## src/rtl/sgm_pkg.sv

```systemverilog
// constants of the signal modulator: register map, fields, codes
// Notes on behaviour
// - output is selected carrier gated by modulator
// - modulator high uses high carrier, else low
// - enable bit 7 low holds output low
// - disable keeps source selections unchanged
// - modulator codes 0000 to 0111 mapping
// - modulator codes 1000 to 1101, rest reserved
// - high carrier select eight-way mapping
// - low carrier uses same mapping, own pin
// - synced carrier pulse finishes before switching
// - separate sync enables per carrier
// - each carrier has its own invert bit
// - output invert bit 4 flips output, disabled output stays low
// - bit 0 is software modulator input
// - bit 5 reads current modulated output
// - reset disables and clears all registers
// - power disable resets and stops module
// - keeps modulating while sources keep running
// - registers at 0x0F51 through 0x0F55
// - high sync waits high carrier falling edge
// - low sync waits low carrier falling edge
package sgm_pkg;
   localparam int ADDR_W = 12;
   localparam int DATA_W = 8;
   // register byte addresses
   localparam logic [11:0] ADDR_CTRL0 = 12'hF51;
   localparam logic [11:0] ADDR_CTRL1 = 12'hF52;
   localparam logic [11:0] ADDR_SRC = 12'hF53;
   localparam logic [11:0] ADDR_LOW_CARRIER = 12'hF54;
   localparam logic [11:0] ADDR_HIGH_CARRIER = 12'hF55;
   // control 0 fields
   localparam int C0_EN = 7;
   localparam int C0_OUT = 5;
   localparam int C0_OINV = 4;
   localparam int C0_SWBIT = 0;
   // control 1 fields
   localparam int C1_HINV = 5;
   localparam int C1_HSYNC = 4;
   localparam int C1_LINV = 1;
   localparam int C1_LSYNC = 0;
   // select field widths
   localparam int SRC_W = 4;
   localparam int CAR_W = 3;
   // reset values
   localparam logic [7:0] RST_CTRL0 = 8'h00;
   localparam logic [7:0] RST_CTRL1 = 8'h00;
   localparam logic [3:0] RST_SRC = 4'h0;
   localparam logic [2:0] RST_CAR = 3'h0;
   // modulator source codes
   localparam logic [3:0] SRC_PIN = 4'h0;
   localparam logic [3:0] SRC_SWBIT = 4'h1;
   localparam logic [3:0] SRC_CC1 = 4'h2;
   localparam logic [3:0] SRC_CC2 = 4'h3;
   localparam logic [3:0] SRC_PWM_UNIT_3 = 4'h4;
   localparam logic [3:0] SRC_PWM4 = 4'h5;
   localparam logic [3:0] SRC_COMPARATOR_1 = 4'h6;
   localparam logic [3:0] SRC_CMP2 = 4'h7;
   localparam logic [3:0] SRC_U1RX = 4'h8;
   localparam logic [3:0] SRC_U1TX = 4'h9;
   localparam logic [3:0] SRC_U2RX = 4'hA;
   localparam logic [3:0] SRC_U2TX = 4'hB;
   localparam logic [3:0] SRC_SP1 = 4'hC;
   localparam logic [3:0] SRC_SP2 = 4'hD;
   // carrier source codes
   localparam logic [2:0] CAR_PIN = 3'h0;
   localparam logic [2:0] CAR_SYSCLK = 3'h1;
   localparam logic [2:0] CAR_SYSTEM_CLOCK_SOURCE = 3'h2;
   localparam logic [2:0] CAR_REFCLK = 3'h3;
   localparam logic [2:0] CAR_CC1 = 3'h4;
   localparam logic [2:0] CAR_CC2 = 3'h5;
   localparam logic [2:0] CAR_PWM_UNIT_3 = 3'h6;
   localparam logic [2:0] CAR_PWM4 = 3'h7;
   // carrier switch states, gray along low-high-low
   typedef enum logic [1:0] {
      SGM_LOW = 2'h0,
      SGM_TO_HIGH = 2'h1,
      SGM_HIGH = 2'h3,
      SGM_TO_LOW = 2'h2
   } sgm_state_t;
endpackage

```

## src/rtl/sgm_top.sv

```systemverilog
// signal modulator: registers, source muxes and modulated output
//
// The plain strobed port is this design's own decision.
`timescale 1ns/10ps
module sgm_top (
   // clock and reset
   input wire logic ref_clk_i,
   input wire logic rst_i,
   // peripheral disable from the power unit
   input wire logic module_power_disable_i,
   // register port
   input wire logic [11:0] addr_i,
   input wire logic [7:0] wdata_i,
   input wire logic wr_i,
   input wire logic rd_i,
   output logic [7:0] rdata_o,
   // remapped input pins
   input wire logic source_pin_remap_i,
   input wire logic high_carrier_pin_remap_i,
   input wire logic low_carrier_pin_remap_i,
   // clocks offered as carriers
   input wire logic system_clock_source_i,
   input wire logic internal_fast_oscillator_i,
   input wire logic reference_clock_output_i,
   // peripheral outputs
   input wire logic capture_compare_1_i,
   input wire logic capture_compare_2_i,
   input wire logic pwm_unit_3_i,
   input wire logic pwm_unit_4_i,
   input wire logic comparator_1_i,
   input wire logic comparator_2_i,
   input wire logic uart_1_rx_data_i,
   input wire logic uart_1_tx_i,
   input wire logic uart_2_rx_data_i,
   input wire logic uart_2_tx_i,
   input wire logic serial_port_1_sdo_i,
   input wire logic serial_port_2_sdo_i,
   // modulated output
   output logic modulated_output_pin_o
);
   // register state
   logic enable_r;
   logic output_invert_r;
   logic software_modulation_bit_r;
   logic high_carrier_invert_r;
   logic high_carrier_sync_enable_r;
   logic low_carrier_invert_r;
   logic low_carrier_sync_enable_r;
   logic [3:0] modulator_source_field_r;
   logic [2:0] low_carrier_select_field_r;
   logic [2:0] high_carrier_select_field_r;
   logic [7:0] rdata_r;
   logic [7:0] rdata_nxt;
   logic out_r;
   logic out_nxt;
   // datapath
   logic clear_regs;
   logic run;
   logic wr_ok;
   logic mod_sel;
   logic high_raw;
   logic low_raw;
   logic high_carrier;
   logic low_carrier;
   logic sel_high;
   logic mixed;

   // power disable holds every register of this module at its reset value
   assign clear_regs = rst_i | module_power_disable_i;
   assign wr_ok = wr_i & ~module_power_disable_i;
   assign run = enable_r & ~module_power_disable_i;

   // control 0: enable, invert, software bit
   always_ff @(posedge ref_clk_i) begin
      if (clear_regs) begin
         enable_r <= sgm_pkg::RST_CTRL0[sgm_pkg::C0_EN];
         output_invert_r <= sgm_pkg::RST_CTRL0[sgm_pkg::C0_OINV];
         software_modulation_bit_r <=
            sgm_pkg::RST_CTRL0[sgm_pkg::C0_SWBIT];
      end else if (wr_ok && addr_i == sgm_pkg::ADDR_CTRL0) begin
         enable_r <= wdata_i[sgm_pkg::C0_EN];
         output_invert_r <= wdata_i[sgm_pkg::C0_OINV];
         software_modulation_bit_r <=
            wdata_i[sgm_pkg::C0_SWBIT];
      end
   end

   // control 1: carrier polarity and sync
   always_ff @(posedge ref_clk_i) begin
      if (clear_regs) begin
         high_carrier_invert_r <= sgm_pkg::RST_CTRL1[sgm_pkg::C1_HINV];
         high_carrier_sync_enable_r <=
            sgm_pkg::RST_CTRL1[sgm_pkg::C1_HSYNC];
         low_carrier_invert_r <= sgm_pkg::RST_CTRL1[sgm_pkg::C1_LINV];
         low_carrier_sync_enable_r <=
            sgm_pkg::RST_CTRL1[sgm_pkg::C1_LSYNC];
      end else if (wr_ok && addr_i == sgm_pkg::ADDR_CTRL1) begin
         high_carrier_invert_r <= wdata_i[sgm_pkg::C1_HINV];
         high_carrier_sync_enable_r <=
            wdata_i[sgm_pkg::C1_HSYNC];
         low_carrier_invert_r <= wdata_i[sgm_pkg::C1_LINV];
         low_carrier_sync_enable_r <=
            wdata_i[sgm_pkg::C1_LSYNC];
      end
   end

   // source selections are untouched by the enable bit
   always_ff @(posedge ref_clk_i) begin
      if (clear_regs) begin
         modulator_source_field_r <= sgm_pkg::RST_SRC;
      end else if (wr_ok && addr_i == sgm_pkg::ADDR_SRC) begin
         modulator_source_field_r <= wdata_i[sgm_pkg::SRC_W-1:0];
      end
   end

   always_ff @(posedge ref_clk_i) begin
      if (clear_regs) begin
         low_carrier_select_field_r <= sgm_pkg::RST_CAR;
      end else if (wr_ok && addr_i == sgm_pkg::ADDR_LOW_CARRIER) begin
         low_carrier_select_field_r <= wdata_i[sgm_pkg::CAR_W-1:0];
      end
   end

   always_ff @(posedge ref_clk_i) begin
      if (clear_regs) begin
         high_carrier_select_field_r <= sgm_pkg::RST_CAR;
      end else if (wr_ok && addr_i == sgm_pkg::ADDR_HIGH_CARRIER) begin
         high_carrier_select_field_r <= wdata_i[sgm_pkg::CAR_W-1:0];
      end
   end

   // modulator source mux
   always_comb begin
      case (modulator_source_field_r)
         sgm_pkg::SRC_PIN: mod_sel = source_pin_remap_i;
         sgm_pkg::SRC_SWBIT: mod_sel = software_modulation_bit_r;
         sgm_pkg::SRC_CC1: mod_sel = capture_compare_1_i;
         sgm_pkg::SRC_CC2: mod_sel = capture_compare_2_i;
         sgm_pkg::SRC_PWM_UNIT_3: mod_sel = pwm_unit_3_i;
         sgm_pkg::SRC_PWM4: mod_sel = pwm_unit_4_i;
         sgm_pkg::SRC_COMPARATOR_1: mod_sel = comparator_1_i;
         sgm_pkg::SRC_CMP2: mod_sel = comparator_2_i;
         sgm_pkg::SRC_U1RX: mod_sel = uart_1_rx_data_i;
         sgm_pkg::SRC_U1TX: mod_sel = uart_1_tx_i;
         sgm_pkg::SRC_U2RX: mod_sel = uart_2_rx_data_i;
         sgm_pkg::SRC_U2TX: mod_sel = uart_2_tx_i;
         sgm_pkg::SRC_SP1: mod_sel = serial_port_1_sdo_i;
         sgm_pkg::SRC_SP2: mod_sel = serial_port_2_sdo_i;
         default: mod_sel = 1'b0;
      endcase
   end

   // high carrier source mux
   always_comb begin
      case (high_carrier_select_field_r)
         sgm_pkg::CAR_PIN: high_raw = high_carrier_pin_remap_i;
         sgm_pkg::CAR_SYSCLK: high_raw = system_clock_source_i;
         sgm_pkg::CAR_SYSTEM_CLOCK_SOURCE: high_raw = internal_fast_oscillator_i;
         sgm_pkg::CAR_REFCLK: high_raw = reference_clock_output_i;
         sgm_pkg::CAR_CC1: high_raw = capture_compare_1_i;
         sgm_pkg::CAR_CC2: high_raw = capture_compare_2_i;
         sgm_pkg::CAR_PWM_UNIT_3: high_raw = pwm_unit_3_i;
         sgm_pkg::CAR_PWM4: high_raw = pwm_unit_4_i;
         default: high_raw = 1'b0;
      endcase
   end

   // low carrier source mux, own remapped pin on code zero
   always_comb begin
      case (low_carrier_select_field_r)
         sgm_pkg::CAR_PIN: low_raw = low_carrier_pin_remap_i;
         sgm_pkg::CAR_SYSCLK: low_raw = system_clock_source_i;
         sgm_pkg::CAR_SYSTEM_CLOCK_SOURCE: low_raw = internal_fast_oscillator_i;
         sgm_pkg::CAR_REFCLK: low_raw = reference_clock_output_i;
         sgm_pkg::CAR_CC1: low_raw = capture_compare_1_i;
         sgm_pkg::CAR_CC2: low_raw = capture_compare_2_i;
         sgm_pkg::CAR_PWM_UNIT_3: low_raw = pwm_unit_3_i;
         sgm_pkg::CAR_PWM4: low_raw = pwm_unit_4_i;
         default: low_raw = 1'b0;
      endcase
   end

   // carrier polarity before mixing
   assign high_carrier = high_raw ^ high_carrier_invert_r;
   assign low_carrier = low_raw ^ low_carrier_invert_r;

   sgm_carrier_switch u_switch (
      .ref_clk_i(ref_clk_i),
      .rst_i(rst_i),
      .run_i(run),
      .high_carrier_sync_enable_i(high_carrier_sync_enable_r),
      .low_carrier_sync_enable_i(low_carrier_sync_enable_r),
      .mod_i(mod_sel),
      .high_carrier_i(high_carrier),
      .low_carrier_i(low_carrier),
      .sel_high_o(sel_high)
   );

   // mixing runs on every clock, sleep does not gate it
   assign mixed = sel_high ? high_carrier : low_carrier;

   always_comb begin
      if (run) begin
         out_nxt = mixed ^ output_invert_r;
      end else begin
         out_nxt = 1'b0;
      end
   end

   always_ff @(posedge ref_clk_i) begin
      if (clear_regs) begin
         out_r <= 1'b0;
      end else begin
         out_r <= out_nxt;
      end
   end

   assign modulated_output_pin_o = out_r;

   // read data stands only in the cycle after the strobe
   always_comb begin
      rdata_nxt = 8'h00;
      if (rd_i && !module_power_disable_i) begin
         case (addr_i)
            sgm_pkg::ADDR_CTRL0: begin
               rdata_nxt[sgm_pkg::C0_EN] = enable_r;
               rdata_nxt[sgm_pkg::C0_OUT] = out_r;
               rdata_nxt[sgm_pkg::C0_OINV] = output_invert_r;
               rdata_nxt[sgm_pkg::C0_SWBIT] = software_modulation_bit_r;
            end
            sgm_pkg::ADDR_CTRL1: begin
               rdata_nxt[sgm_pkg::C1_HINV] = high_carrier_invert_r;
               rdata_nxt[sgm_pkg::C1_HSYNC] = high_carrier_sync_enable_r;
               rdata_nxt[sgm_pkg::C1_LINV] = low_carrier_invert_r;
               rdata_nxt[sgm_pkg::C1_LSYNC] = low_carrier_sync_enable_r;
            end
            sgm_pkg::ADDR_SRC: begin
               rdata_nxt[sgm_pkg::SRC_W-1:0] = modulator_source_field_r;
            end
            sgm_pkg::ADDR_LOW_CARRIER: begin
               rdata_nxt[sgm_pkg::CAR_W-1:0] = low_carrier_select_field_r;
            end
            sgm_pkg::ADDR_HIGH_CARRIER: begin
               rdata_nxt[sgm_pkg::CAR_W-1:0] = high_carrier_select_field_r;
            end
            default: begin
               rdata_nxt = 8'h00;
            end
         endcase
      end
   end

   always_ff @(posedge ref_clk_i) begin
      if (rst_i) begin
         rdata_r <= 8'h00;
      end else begin
         rdata_r <= rdata_nxt;
      end
   end

   assign rdata_o = rdata_r;
endmodule

```

## src/rtl/sgm_carrier_switch.sv

```systemverilog
// carrier switch: picks high or low carrier with optional sync
`timescale 1ns/10ps
module sgm_carrier_switch (
   // clock and reset
   input wire logic ref_clk_i,
   input wire logic rst_i,
   // control
   input wire logic run_i,
   input wire logic high_carrier_sync_enable_i,
   input wire logic low_carrier_sync_enable_i,
   // signals
   input wire logic mod_i,
   input wire logic high_carrier_i,
   input wire logic low_carrier_i,
   output logic sel_high_o
);
   sgm_pkg::sgm_state_t state_r;
   sgm_pkg::sgm_state_t state_nxt;
   logic high_prev_r;
   logic low_prev_r;
   logic high_fall;
   logic low_fall;

   assign high_fall = high_prev_r & ~high_carrier_i;
   assign low_fall = low_prev_r & ~low_carrier_i;

   always_ff @(posedge ref_clk_i) begin
      if (rst_i) begin
         high_prev_r <= 1'b0;
         low_prev_r <= 1'b0;
      end else begin
         high_prev_r <= high_carrier_i;
         low_prev_r <= low_carrier_i;
      end
   end

   always_comb begin
      state_nxt = state_r;
      case (state_r)
         sgm_pkg::SGM_LOW: begin
            if (mod_i) begin
               if (low_carrier_sync_enable_i) begin
                  state_nxt = sgm_pkg::SGM_TO_HIGH;
               end else begin
                  state_nxt = sgm_pkg::SGM_HIGH;
               end
            end
         end
         sgm_pkg::SGM_TO_HIGH: begin
            if (!mod_i) begin
               state_nxt = sgm_pkg::SGM_LOW;
            end else if (low_fall) begin
               state_nxt = sgm_pkg::SGM_HIGH;
            end
         end
         sgm_pkg::SGM_HIGH: begin
            if (!mod_i) begin
               if (high_carrier_sync_enable_i) begin
                  state_nxt = sgm_pkg::SGM_TO_LOW;
               end else begin
                  state_nxt = sgm_pkg::SGM_LOW;
               end
            end
         end
         sgm_pkg::SGM_TO_LOW: begin
            if (mod_i) begin
               state_nxt = sgm_pkg::SGM_HIGH;
            end else if (high_fall) begin
               state_nxt = sgm_pkg::SGM_LOW;
            end
         end
         default: begin
            state_nxt = sgm_pkg::SGM_LOW;
         end
      endcase
      if (!run_i) begin
         state_nxt = sgm_pkg::SGM_LOW;
      end
   end

   always_ff @(posedge ref_clk_i) begin
      if (rst_i) begin
         state_r <= sgm_pkg::SGM_LOW;
      end else begin
         state_r <= state_nxt;
      end
   end

   // high carrier is mixed while switched to, or while its pulse drains
   assign sel_high_o = (state_nxt == sgm_pkg::SGM_HIGH) ||
                       (state_nxt == sgm_pkg::SGM_TO_LOW);
endmodule

```

## config.mk

```make
export PLATFORM = sky130hd
export DESIGN_NAME = sgm_top
export DESIGN_NICKNAME = d
export VERILOG_FILES = /design/src/rtl/sgm_pkg.sv /design/src/rtl/sgm_top.sv /design/src/rtl/sgm_carrier_switch.sv
export SDC_FILE = /design/constraint.sdc
export NUM_CORES = 1
export LEC_CHECK = 0
export BUFFER_PORTS_ARGS = -buffer_cell sky130_fd_sc_hd__buf_2
export CAP_MARGIN = 10
export CORE_MARGIN = 4
export CORE_UTILIZATION = 47
export CTS_BUF_LIST = sky130_fd_sc_hd__clkbuf_8
export DETAILED_ROUTE_END_ITERATION = 7
export PLACE_DENSITY = 0.86
export SETUP_SLACK_MARGIN = 0.15
export SLEW_MARGIN = 20
export SYNTH_ARGS = -nofsm -noshare
export SYNTH_HDL_FRONTEND = slang
export SYNTH_SLANG_ARGS = --single-unit
```

## constraint.sdc

```tcl
create_clock -name ref_clk_i -period 2.9 [get_ports ref_clk_i]
set_clock_uncertainty 0.05 [all_clocks]
set_input_delay 0 -clock ref_clk_i [delete_from_list [all_inputs] [get_ports ref_clk_i]]
set_output_delay 0 -clock ref_clk_i [all_outputs]
set_load 0.005 [all_outputs]
```

=== After elaboration in Yosys (flattened, before gate mapping) ===
Index checks and enable logic that the tools add are counted.

* Logic and storage cells: 104
* Bits of input ports: 43
* Bits in registers: 30
* Output and inout port bits: 9

* Mux-type cells: 18
* Equal/unequal tests: 37
* Reductions and logical operators: 16
* Bitwise operators: 15

{| class="wikitable"
|+ Operator list
! kind !! count
|-
| 12-bit equality test (second input constant) || 5
|-
| 3-bit equality test (second input constant) || 8
|-
| 4-bit equality test (second input constant) || 6
|-
| 2-bit two-way mux || 9
|-
| 4-bit by 3-bit equality test with 1-bit output (second input constant) || 4
|-
| 1-bit one-hot mux with 8 select lines || 2
|-
| 1-bit one-hot mux with 14 select lines || 1
|-
| 3-bit by 2-bit equality test with 1-bit output (second input constant) || 4
|-
| 2-bit equality test (second input constant) || 4
|-
| 4-bit by 2-bit equality test with 1-bit output (second input constant) || 2
|-
| 2-bit one-hot mux with 4 select lines || 1
|-
| 1-bit NOT || 7
|-
| 3-bit by 1-bit equality test with 1-bit output (second input constant) || 2
|-
| 1-bit logical AND || 6
|-
| 3-bit logical NOT || 2
|-
| 3-bit OR reduction || 2
|-
| 1-bit one-hot mux with 5 select lines || 1
|-
| 1-bit AND || 4
|-
| 4-bit by 1-bit equality test with 1-bit output (second input constant) || 1
|-
| 4-bit logical NOT || 1
|-
| 1-bit one-hot mux with 4 select lines || 1
|-
| 2-bit one-hot mux with 2 select lines || 1
|-
| 2-bit OR reduction || 2
|-
| 1-bit one-hot mux with 3 select lines || 1
|-
| other kinds (7) || 9
|}

=== Depth between registers and ports, before layout ===
Gate-level depths: netlist of run 1.

* Word-level depth: 13
* Depth in mapped cells: 8
* Depth with buffers taken out: 7

=== Hierarchy ===
A second synthesis of run 1 with hierarchy kept.

* Cells, all modules: 172
* Area, all modules: 1620.3 µm²

{| class="wikitable"
|+ By module, submodules not included
! module !! instances !! seq. area each (µm²) !! cells an instance !! area an instance (µm²)
|-
| sgm_top || 1 || 500.5 || 155 || 1458.9
|-
| sgm_carrier_switch || 1 || 80.1 || 17 || 161.4
|}

=== Worst setup path after synthesis of run 1 ===
No wires, ideal clock.

* Path type: register to register
* Start: register low_carrier_select_field_r[1]
* End: register out_r, in the netlist modulated_output_pin_o
* Buffers on the path: 0
* Data arrival time: 2.098 ns
* Setup time: 0.116 ns
* Required time: 2.734 ns
* Setup slack: 0.637 ns
* Cell stages (with the launch flop): 7
* Period minus slack after synthesis: 2.263 ns
* Path through: dfxtp_1 mux4_1 mux2i_4 nor2_1 o311a_1 or3_1 a31o_1

* Longest elaborated chain between the ends: 13
* Elaborated cells between the ends (all ways): 21
* Those cells by class: eq/ne: 9; mux: 6; bitwise: 4; reduce/logical: 2

{| class="wikitable"
|+ Ends and longest elaborated chain
! what !! line !! RTL
|-
| from (decl) || sgm_top.sv:50 || <nowiki>logic [2:0] low_carrier_select_field_r;</nowiki>
|-
| from (signal assigned) || sgm_top.sv:118 || <nowiki>low_carrier_select_field_r <= sgm_pkg::RST_CAR;</nowiki>
|-
| from (signal assigned) || sgm_top.sv:120 || <nowiki>low_carrier_select_field_r <= wdata_i[sgm_pkg::CAR_W-1:0];</nowiki>
|-
| 3-bit equality test (tied with other cells) || sgm_top.sv:170 || <nowiki>case (low_carrier_select_field_r)</nowiki>
|-
| 1-bit one-hot mux with 8 select lines (*) || sgm_top.sv:170 ||
|-
| 1-bit XOR (*) || sgm_top.sv:185 || <nowiki>assign low_carrier = low_raw ^ low_carrier_invert_r;</nowiki>
|-
| 1-bit NOT || sgm_carrier_switch.sv:25 || <nowiki>assign low_fall = low_prev_r & ~low_carrier_i;</nowiki>
|-
| 1-bit AND || sgm_carrier_switch.sv:25 ||
|-
| 2-bit two-way mux || sgm_carrier_switch.sv:52 || <nowiki>end else if (low_fall) begin</nowiki>
|-
| 2-bit two-way mux || sgm_carrier_switch.sv:50 || <nowiki>if (!mod_i) begin</nowiki>
|-
| 2-bit one-hot mux with 4 select lines || sgm_carrier_switch.sv:39 || <nowiki>case (state_r)</nowiki>
|-
| 2-bit two-way mux || sgm_carrier_switch.sv:76 || <nowiki>if (!run_i) begin</nowiki>
|-
| 2-bit equality test, on equally long branches || sgm_carrier_switch.sv:90, sgm_carrier_switch.sv:91 ||
|-
| 1-bit logical OR || sgm_carrier_switch.sv:90 || <nowiki>assign sel_high_o = (state_nxt == sgm_pkg::SGM_HIGH) ||</nowiki>
|-
| 1-bit two-way mux (*) || sgm_top.sv:200 || <nowiki>assign mixed = sel_high ? high_carrier : low_carrier;</nowiki>
|-
| 1-bit XOR (*) || sgm_top.sv:204 || <nowiki>out_nxt = mixed ^ output_invert_r;</nowiki>
|-
| to (signal assigned) || sgm_top.sv:214 || <nowiki>out_r <= out_nxt;</nowiki>
|-
| to (decl) || sgm_top.sv:54 || <nowiki>logic out_r;</nowiki>
|}

Every way passes the cells marked *; elsewhere a longest branch is shown, timed or not.
A chain may end at the register's enable or synchronous reset.

=== Worst setup path after layout of run 1 ===
* Start: register modulator_source_field_r[0]
* End: register out_r, in the netlist modulated_output_pin_o

* Longest elaborated chain between the ends: 9
* Elaborated cells between the ends (all ways): 26
* Those cells by class: eq/ne: 15; mux: 8; bitwise: 1; reduce/logical: 2

{| class="wikitable"
|+ Ends and longest elaborated chain
! what !! line !! RTL
|-
| from (decl) || sgm_top.sv:49 || <nowiki>logic [3:0] modulator_source_field_r;</nowiki>
|-
| from (signal assigned) || sgm_top.sv:110 || <nowiki>modulator_source_field_r <= sgm_pkg::RST_SRC;</nowiki>
|-
| from (signal assigned) || sgm_top.sv:112 || <nowiki>modulator_source_field_r <= wdata_i[sgm_pkg::SRC_W-1:0];</nowiki>
|-
| 4-bit equality test (tied with other cells) || sgm_top.sv:134 || <nowiki>case (modulator_source_field_r)</nowiki>
|-
| 1-bit one-hot mux with 14 select lines (*) || sgm_top.sv:134 ||
|-
| 2-bit two-way mux, on equally long branches || n/a ||
|-
| 2-bit one-hot mux with 4 select lines (*) || sgm_carrier_switch.sv:39 ||
|-
| 2-bit two-way mux (*) || sgm_carrier_switch.sv:76 ||
|-
| 2-bit equality test, on equally long branches || sgm_carrier_switch.sv:90, sgm_carrier_switch.sv:91 ||
|-
| 1-bit logical OR (*) || sgm_carrier_switch.sv:90 ||
|-
| 1-bit two-way mux (*) || sgm_top.sv:200 ||
|-
| 1-bit XOR (*) || sgm_top.sv:204 ||
|}

Marks and branches as above.

==> results.toml, run 1 <==
[logic_synthesis]
synth_seq_cells = 29
synth_area_sq_mm = 0.00155
synthArstFlopShare = 0
ys.flop_type = "dfxtp_1"
synth_area_per_cell_sq_um = 9.56
synth_nets = 205
synth.yosys.seq_area_share = 0.375
syn_inst = 162
synth_edf_count = 0
ys.warnings.count = 0
synth_cell_types = 43

[timing]
hold_viol = 0
fin_ws_ns = 0.465
setup_violations = 0
slew_violations = 0
tightest_slew_ns = 0.776
max_freq_mhz = 411
tns_ns = 0
fin_crit_sh = 0.840
relSlewSlack = 0.482
post-route-min-period_ns = 2.44
hold_slack_ns = 0.0213
rsz0062_at_grt = "false"

[die]
die_h_um = 65.4
die-area_sq_mm = 0.00428
io_pins = 52
core-area_sq_mm = 0.00310
initial_core_util = 0.499
die_x_um = 65.4
rows = 20

[critical_path]
cp_max_fo = 6
start_kind = "flip-flop"
r2r-end = "modulated_output_pin_o"
critPathTopFamily = "simple AND/OR/NAND/NOR gates"
cp.depth = 6
r2r-start = "modulator_source_field_r[0]"
setup.worst_path.end = "modulated_output_pin_o"
crit_start = "modulator_source_field_r[0]"
worstSetupEndpointType = "flip-flop"
reg2reg_slack_ns = 0.46
r2r_cells = 6
crit_type = "reg2reg"
critPathSlowestCell = "mux4_2"
crit_arrival_ns = 2.56
required_ns = 3.03
critical_path_buf_inv_count = 0
slowest_delay_ns = 0.55
crit_chain = "mux4_2, a22o_1, or2_1, o311a_1, or3_1, a31o_1"

[place]
dp_hpwl_um = 2990
pre_cts_slack_ns = 0.480
gp_congestion = 0.825
dpl_cell_area_sq_mm = 0.00184
io_buffer_count = 49

[power]
p_per_area_mw_per_mm2 = 415
finalPower_uw = 846
p_leak_uw = 0.000829
vdd_drop_max_v = 0.000251

[grt]
grt_pass1_vias = 1540
antenna_found_initial = 0
grt_max_degree = 18
grt_usage = 0.213
grt_pass1_wl_um = 6950
grt.overflow.total = 0

[drt]
antenna_left = 0
avgRoutedWirePerCell_um = 14.8
drc = 0
dr.pass1.iters = 4
drtIter0Drc = 66
vias = 1529
drt_wl_total_um = 3980
vias_per_cell = 5.68

[outcome]
status = "finished, final reports clean"

[finish]
final_common_cell = "buf_2"
layout.nets = 267
final_cell_area_sq_mm = 0.00204
final_cell_mix = "buf_2, dfxtp_1, nor2_1"
syn2layout_area_growth_pct = 31.6
layout-drive-gt1-share = 0.307
diodes = 0

[clock_network]
post_cts_buffers = 0
root_buffer = "clkbuf_8"
insertion_delay_ns = 0.28
cts_tree = "yes"
cts.path.max_buffers = 2
clock-sinks = 29
cts-htree-levels = 2
cts_buffers = 5
path_clk_slew_ns = 0.06

[min_path]
hp-class = "in2reg"

[flow_run]
cap_violations = 0
-- power by group --
part | internal [uW] | leakage, uW | switching, uW
Sequential | 400 | 0.000234 | 0.884
Clock | 214 | 0.0000542 | 153
Combinational | 43.8 | 0.000541 | 35.0
-- through the flow --
| stage | util | std cells |
|---|---|---|
| finish | 0.657 | 269 |
| CTS | 0.657 | 269 |
| floorplan | - | 162 |
| detailed placement | 0.592 | 251 |
| global placement | 0.592 | 251 |
| global route | 0.657 | 269 |
-- worst min-delay path by stage --
stage,depth (start not counted),from,slack [ns],to
2_1_floorplan,1,rst_i,0.02,u_switch.low_prev_r
3_3_place_gp,2,rst_i,0.17,u_switch.state_r[1]
3_5_place_dp,2,rst_i,0.18,u_switch.high_prev_r
4_1_cts,3,rd_i,0.02,rdata_o[5]
5_1_grt,3,rd_i,0.04,rdata_o[5]
6_report,3,rd_i,0.02,rdata_o[5]
-- cells by family (layout without fill, tap and decap cells) --
family	count (synthesis)	count (layout)	synth area share
AO/OA/AOI/OAI	28	28	0.127
flip-flops	29	29	0.375
multiplexers	24	24	0.229
XOR/XNOR	2	2	0.0113
other	1	1	0.00242
AND/OR/NAND/NOR	70	70	0.229
buffers and inverters	8	71	0.0275
-- tightest hold or removal path: cells and delay by family --
family / cells / cell delay (ns)
AND/OR/NAND/NOR: 2 / 0.23
buffers and inverters: 1 / 0.08
-- registers in the layout, indices dropped and copies added (netlist names) --
| name | flops |
|---|---|
| rdata_o | 7 |
| modulator_source_field_r | 4 |
| low_carrier_sync_enable_r | 1 |
| enable_r | 1 |
| low_carrier_invert_r | 1 |
| u_switch.low_prev_r | 1 |
| high_carrier_select_field_r | 3 |
| output_invert_r | 1 |
| modulated_output_pin_o | 1 |
| high_carrier_sync_enable_r | 1 |
| high_carrier_invert_r | 1 |
| software_modulation_bit_r | 1 |
| low_carrier_select_field_r | 3 |
| u_switch.state_r | 2 |
| u_switch.high_prev_r | 1 |
-- what timing repair did --
action                                 4_1_cts  5_1_grt
hold buffers                                10        0
endpoints found under the hold margin       18        0
resized for setup                            0        0
-- cells in the mapped netlist, drive strengths merged (4+ instances only) --
master | number | area (sq um)
a21oi | 9 | 45.0
a22oi | 4 | 30.0
buf | 4 | 27.5
clkbuf | 4 | 15.0
dfxtp | 29 | 581
mux2i | 15 | 163
mux4 | 7 | 169
nand2 | 14 | 52.6
nand3 | 8 | 40.0
nor2 | 22 | 82.6
nor2b | 8 | 50.1
-- per-layer routing --
layer / global-route usage / up-vias / wire length [um]
met2: 0.367 / 70 / 1950
met1: 0.254 / 729 / 1590
met5: 0 / - / 0
met4: 0.0803 / 0 / 93
met3: 0.0547 / 10 / 346
li1: - / 720 / -
-- final cells by class --
class / instances / area (sq um)
Fill cell: 266 / 1060
Timing Repair Buffer: 63 / 375
Clock inverter: 1 / 5.00
Sequential cell: 29 / 581
Tap cell: 44 / 55.1
Multi-Input combinational cell: 125 / 926
Clock buffer: 7 / 96.3
Note: power is estimated with default switching activity, not from simulation.
==> run 2: changes to the inputs <==
--- a/config.mk
+++ b/config.mk
@@ -5,13 +5,14 @@
 export SDC_FILE = /design/constraint.sdc
 export NUM_CORES = 1
 export LEC_CHECK = 0
+export ABC_AREA = 1
 export BUFFER_PORTS_ARGS = -buffer_cell sky130_fd_sc_hd__buf_2
 export CAP_MARGIN = 10
 export CORE_MARGIN = 4
 export CORE_UTILIZATION = 47
 export CTS_BUF_LIST = sky130_fd_sc_hd__clkbuf_8
 export DETAILED_ROUTE_END_ITERATION = 7
-export PLACE_DENSITY = 0.86
+export PLACE_DENSITY = 0.88
 export SETUP_SLACK_MARGIN = 0.15
 export SLEW_MARGIN = 20
 export SYNTH_ARGS = -nofsm -noshare
==> constraint.sdc (replaced) <==
create_clock -name ref_clk_i -period 2.11 [get_ports ref_clk_i]
set_clock_uncertainty 0.05 [all_clocks]
set_input_delay 0 -clock ref_clk_i [delete_from_list [all_inputs] [get_ports ref_clk_i]]
set_output_delay 0 -clock ref_clk_i [all_outputs]
set_load 0.005 [all_outputs]
==> results.toml, run 2 <==
[critical_path]
start_kind = "flip-flop"
crit_arrival_ns = 1.90
crit_type = "reg2reg"
worstSetupEndpointType = "flip-flop"
required_ns = 2.24
cp_max_fo = 10

[timing]
fin_crit_sh = 0.838
rsz0062_at_grt = "false"
max_freq_mhz = 566
setup_violations = 0
post-route-min-period_ns = 1.77
hold_slack_ns = 0.0168
hold_viol = 0
slew_violations = 0
tns_ns = 0

[logic_synthesis]
synth_top_area_share = 0.343
ys.warnings.count = 0
ys.flop_type = "dfxtp_1"
synth_area_per_cell_sq_um = 6.79
synth.yosys.seq_area_share = 0.343
synth_edf_count = 0
synth_seq_cells = 29
synth_commonest_cells = "nand2_1, dfxtp_1, inv_1"
synthTopCellsByArea = "dfxtp_1, nand2_1, nand3_1, inv_1, nor2_1"
synth_area_sq_mm = 0.00169
synth_cell_types = 31
synth_nets = 292
synth_most_common_cell = "nand2_1"
yosysTopAreaCell = "dfxtp_1"
syn_inst = 249
synthArstFlopShare = 0

[finish]
stdcell_count = 356
syn2layout_area_growth_pct = 25.9
largest_reg_flops = 7
final_core_util = 0.623
layout.nets = 352
final_common_cell = "buf_2"
diodes = 0
layout-drive-gt1-share = 0.306
final_cell_mix = "buf_2, nand2_1, inv_1"

[place]
gp_congestion = 0.855
dp_hpwl_um = 3360
io_buffer_count = 49
place_inst = 341

[drt]
avgRoutedWirePerCell_um = 12.1
dr.pass1.iters = 4
vias = 1849
drtIter0Drc = 158
drt_wl_total_um = 4320
drc = 0
antenna_left = 0
vias_per_cell = 5.19

[clock_network]
clock-sinks = 29
cts.path.max_buffers = 2
root_buffer = "clkbuf_8"
path_clk_slew_ns = 0.06
cts-htree-levels = 2
cts_tree = "yes"
insertion_delay_ns = 0.29
cts_buffers = 5

[grt]
grt_usage = 0.202
grt_max_degree = 18
grt_pass1_wl_um = 6930
antenna_found_initial = 0
grt.overflow.total = 0
grt_pass1_vias = 1659

[power]
p_seq_frac = 0.497
internal-power_uw = 828
p_per_area_mw_per_mm2 = 519
p_leak_uw = 0.000961
clockPowerShare = 0.401
p_comb_frac = 0.102
finalPower_uw = 1100
sw_frac_of_total = 0.250
switchingPower_uw = 276
vdd_drop_max_v = 0.000272

[flow_run]
cap_violations = 0

[die]
initial_core_util = 0.495
die_x_um = 68.0
die-area_sq_mm = 0.00462
core-area_sq_mm = 0.00342
rows = 21
io_pins = 52
die_h_um = 68.0

[outcome]
status = "finished, final reports clean"

[min_path]
hp-class = "in2reg"
==> run 2: metrics by stage <==
stage | setup WS, ns | area (sq um)
floorplan | 0.605 | 1690
global placement | 0.296 | 1970
detailed placement | 0.236 | 1970
CTS | 0.194 | 2120
global route | 0.150 | 2130
finish | 0.343 | 2130
==> run 2: what timing repair did <==
| item | in CTS | in global routing |
|---|---|---|
| resized for setup | 0 | 3 |
| buffers inserted | 0 | 0 |
| setup endpoints to repair | 0 | 1 |
| hold buffers | 7 | 0 |
| endpoints found under the hold margin | 14 | 0 |
==> run 2: final cells by class <==
type	count	area [sq um]
Fill cell	311	1290
Multi-Input combinational cell	182	943
Sequential cell	29	586
Timing Repair Buffer	57	323
Inverter	34	133
Clock buffer	5	68.8
Tap cell	46	57.6
Clock inverter	3	17.5
==> run 2: path summary, 6_finish.rpt <==
path | start | endpoint | slack [ns] | cells after the start
setup / recovery | modulator_source_field_r[0] | modulated_output_pin_o | 0.34 | 13
hold / removal | wdata_i[0] | software_modulation_bit_r | 0.02 | 3
setup reg to reg | modulator_source_field_r[0] | modulated_output_pin_o | 0.34 | 13
hold reg to reg | high_carrier_sync_enable_r | rdata_o[4] | 0.43 | 2
==> run 2: metal layers <==
| layer | wire [um] | share of wire | global-route usage |
|---|---|---|---|
| met1 | 1810 | 0.42 | 0.239 |
| met2 | 2110 | 0.49 | 0.335 |
| met3 | 308 | 0.071 | 0.0558 |
| met4 | 80 | 0.019 | 0.0993 |
| met5 | 0 | 0 | 0 |
==> run 2: logic make-up after synthesis <==
family,after synthesis,share of synthesized area
buffers and inverters,38,0.0984
AO/OA/AOI/OAI,41,0.143
other,1,0.00222
flip-flops,29,0.343
AND/OR/NAND/NOR,140,0.413
==> run 2: critical path, stage by stage (launching register included) <==
cell and delay [ns]:
dfxtp_2 0.48, inv_4 0.08, nand3_2 0.07, nand2_2 0.05, o21ai_2 0.15, nand2_1 0.08, nor2_2 0.15, nand2_1 0.08
nand2_1 0.09, nand3_2 0.10, nand2_2 0.10, nand2_1 0.06, nand3_1 0.07, a21oi_1 0.06
==> run 2: power by group through the flow <==
| stage | Combinational, uW | Clock (uW) | Sequential [uW] |
|---|---|---|---|
| 2_1_floorplan | 46.5 | 0 | 562 |
| 3_3_place_gp | 99.1 | 0 | 562 |
| 6_report | 113 | 443 | 549 |
| 4_1_cts | 112 | 452 | 550 |
| 3_5_place_dp | 102 | 0 | 562 |
| 5_1_grt | 125 | 478 | 548 |
==> run 3: changes to the inputs <==
==> constraint.sdc (replaced) <==
create_clock -name ref_clk_i -period 1.5 [get_ports ref_clk_i]
set_clock_uncertainty 0.05 [all_clocks]
set_input_delay 0 -clock ref_clk_i [delete_from_list [all_inputs] [get_ports ref_clk_i]]
set_output_delay 0 -clock ref_clk_i [all_outputs]
set_load 0.005 [all_outputs]
==> results.toml, run 3 (synthesis gave the netlist of run 2 again) <==
[critical_path]
cp.depth = 13
crit_chain = "buf_12, inv_4, nand2_1, o21ai_2, nor2_1, nor2_2, nor2_2, nand2_1, nand2_1, nand3_2, nand3_1, nand3_1, a21oi_1"
r2r-end = "modulated_output_pin_o"
critPathSlowestCell = "dfxtp_2"
slowest_delay_ns = 0.34
r2r-start = "modulator_source_field_r[1]"
setup.worst_path.end = "modulated_output_pin_o"
path_common_cell = "nand2_1"
cp_max_fo = 9
required_ns = 1.67
crit_type = "reg2reg"
crit_arrival_ns = 1.88
r2r_cells = 13
reg2reg_slack_ns = -0.21
critPathTopFamily = "simple AND/OR/NAND/NOR gates"
crit_start = "modulator_source_field_r[1]"
critical_path_buf_inv_count = 2
start_kind = "flip-flop"
worstSetupEndpointType = "flip-flop"

[timing]
slew_violations = 0
hold_viol = 0
post-route-min-period_ns = 1.71
max_freq_mhz = 585
rsz0062_at_grt = "true"
setup_violations = 3
fin_ws_ns = -0.208
tns_ns = -0.380
fin_crit_sh = 1.14

[grt]
grt_usage = 0.230
grt.overflow.total = 0
grt_pass1_vias = 1742
antenna_found_initial = 0
grt_pass1_wl_um = 7840
grt_max_degree = 17

[clock_network]
cts.path.max_buffers = 2
cts_buffers = 5
cts-htree-levels = 2
path_clk_slew_ns = 0.07
insertion_delay_ns = 0.29
cts_tree = "yes"
root_buffer = "clkbuf_8"
clock-sinks = 29

[power]
p_per_area_mw_per_mm2 = 692
p_leak_uw = 0.00104
vdd_drop_max_v = 0.000442
finalPower_uw = 1590

[die]
rows = 21
core-area_sq_mm = 0.00342
die_h_um = 68.0
die-area_sq_mm = 0.00462
io_pins = 52
initial_core_util = 0.495
die_x_um = 68.0

[min_path]
hp-class = "in2reg"

[finish]
stdcell_count = 371
final_core_util = 0.671
layout-drive-gt1-share = 0.363
final_common_cell = "buf_2"
syn2layout_area_growth_pct = 35.5
final_cell_mix = "buf_2, nand2_1, inv_1"
largest_reg_flops = 7
layout.nets = 367
diodes = 0

[flow_run]
cap_violations = 0

[drt]
vias = 1930
antenna_left = 0
drt_wl_total_um = 4830
drc = 0
vias_per_cell = 5.20
avgRoutedWirePerCell_um = 13.0
drtIter0Drc = 153
dr.pass1.iters = 4

[outcome]
status = "finished, violations left"
violations = "setup timing"

[place]
dp_hpwl_um = 3630
io_buffer_count = 49
place_inst = 353
gp_congestion = 0.854
[run 3: cell count changes in the layout (fill, tap and decap cells not counted), sizes merged]
cell,before,now
buf,50,64
dlygate4sd3,7,8
[run 3: worst min-delay path by stage]
| stage | from | end | slack, ns | cells after the start |
|---|---|---|---|---|
| after floorplan | rst_i | u_switch.high_prev_r | 0.02 | 1 |
| after global routing | rd_i | rdata_o[5] | 0.08 | 3 |
| after CTS | rd_i | rdata_o[5] | 0.07 | 3 |
| final | rd_i | rdata_o[5] | 0.07 | 3 |
| after detailed placement | rst_i | u_switch.state_r[1] | 0.17 | 2 |
| after global placement | rst_i | u_switch.state_r[1] | 0.17 | 2 |
[run 3: repair_timing]
action                                  4_1_cts  5_1_grt
hold endpoints to repair                     16        0
gates resized for setup                       3        9
setup buffers                                 1        1
pin swaps                                     2        4
hold buffers                                  8        0
endpoints found under the setup margin        2        7
[run 3: tightest hold or removal path, stage by stage]
cell     delay, ns
buf_2         0.09
nand2_1       0.20
a21oi_1       0.06
[run 3: metrics by stage]
| step | setup WS [ns] | hold slack (ns) | cell area, sq um |
|---|---|---|---|
| 6_report | -0.208 | 0.0704 | 2290 |
| 5_1_grt | -0.360 | 0.0839 | 2290 |
| 4_1_cts | -0.165 | 0.0711 | 2260 |
| 3_5_place_dp | -0.180 | 0.173 | 2080 |
| 3_3_place_gp | -0.107 | 0.171 | 2080 |
| 2_1_floorplan | -0.00492 | 0.0224 | 1690 |
[run 3: area by class of cell]
type	count	area, sq um
clock buffers	5	68.8
fillers	290	1120
flip-flops and latches	29	589
clock inverters	3	17.5
multi-input cells	182	962
well taps	46	57.6
repair buffers	72	463
inverters	34	133
[run 3: power by group]
group          internal [uW]  switching, uW
clock                    319            321
sequential               771          0.613
combinational           83.4           90.0
[run 3: layer usage]
layer,vias up,track usage,share of wire,wire length (um)
met5,-,0,0,0
met4,0,0.0968,0.026,127
met3,12,0.0640,0.081,389
met2,83,0.386,0.49,2370
met1,864,0.272,0.40,1950
li1,971,-,-,-
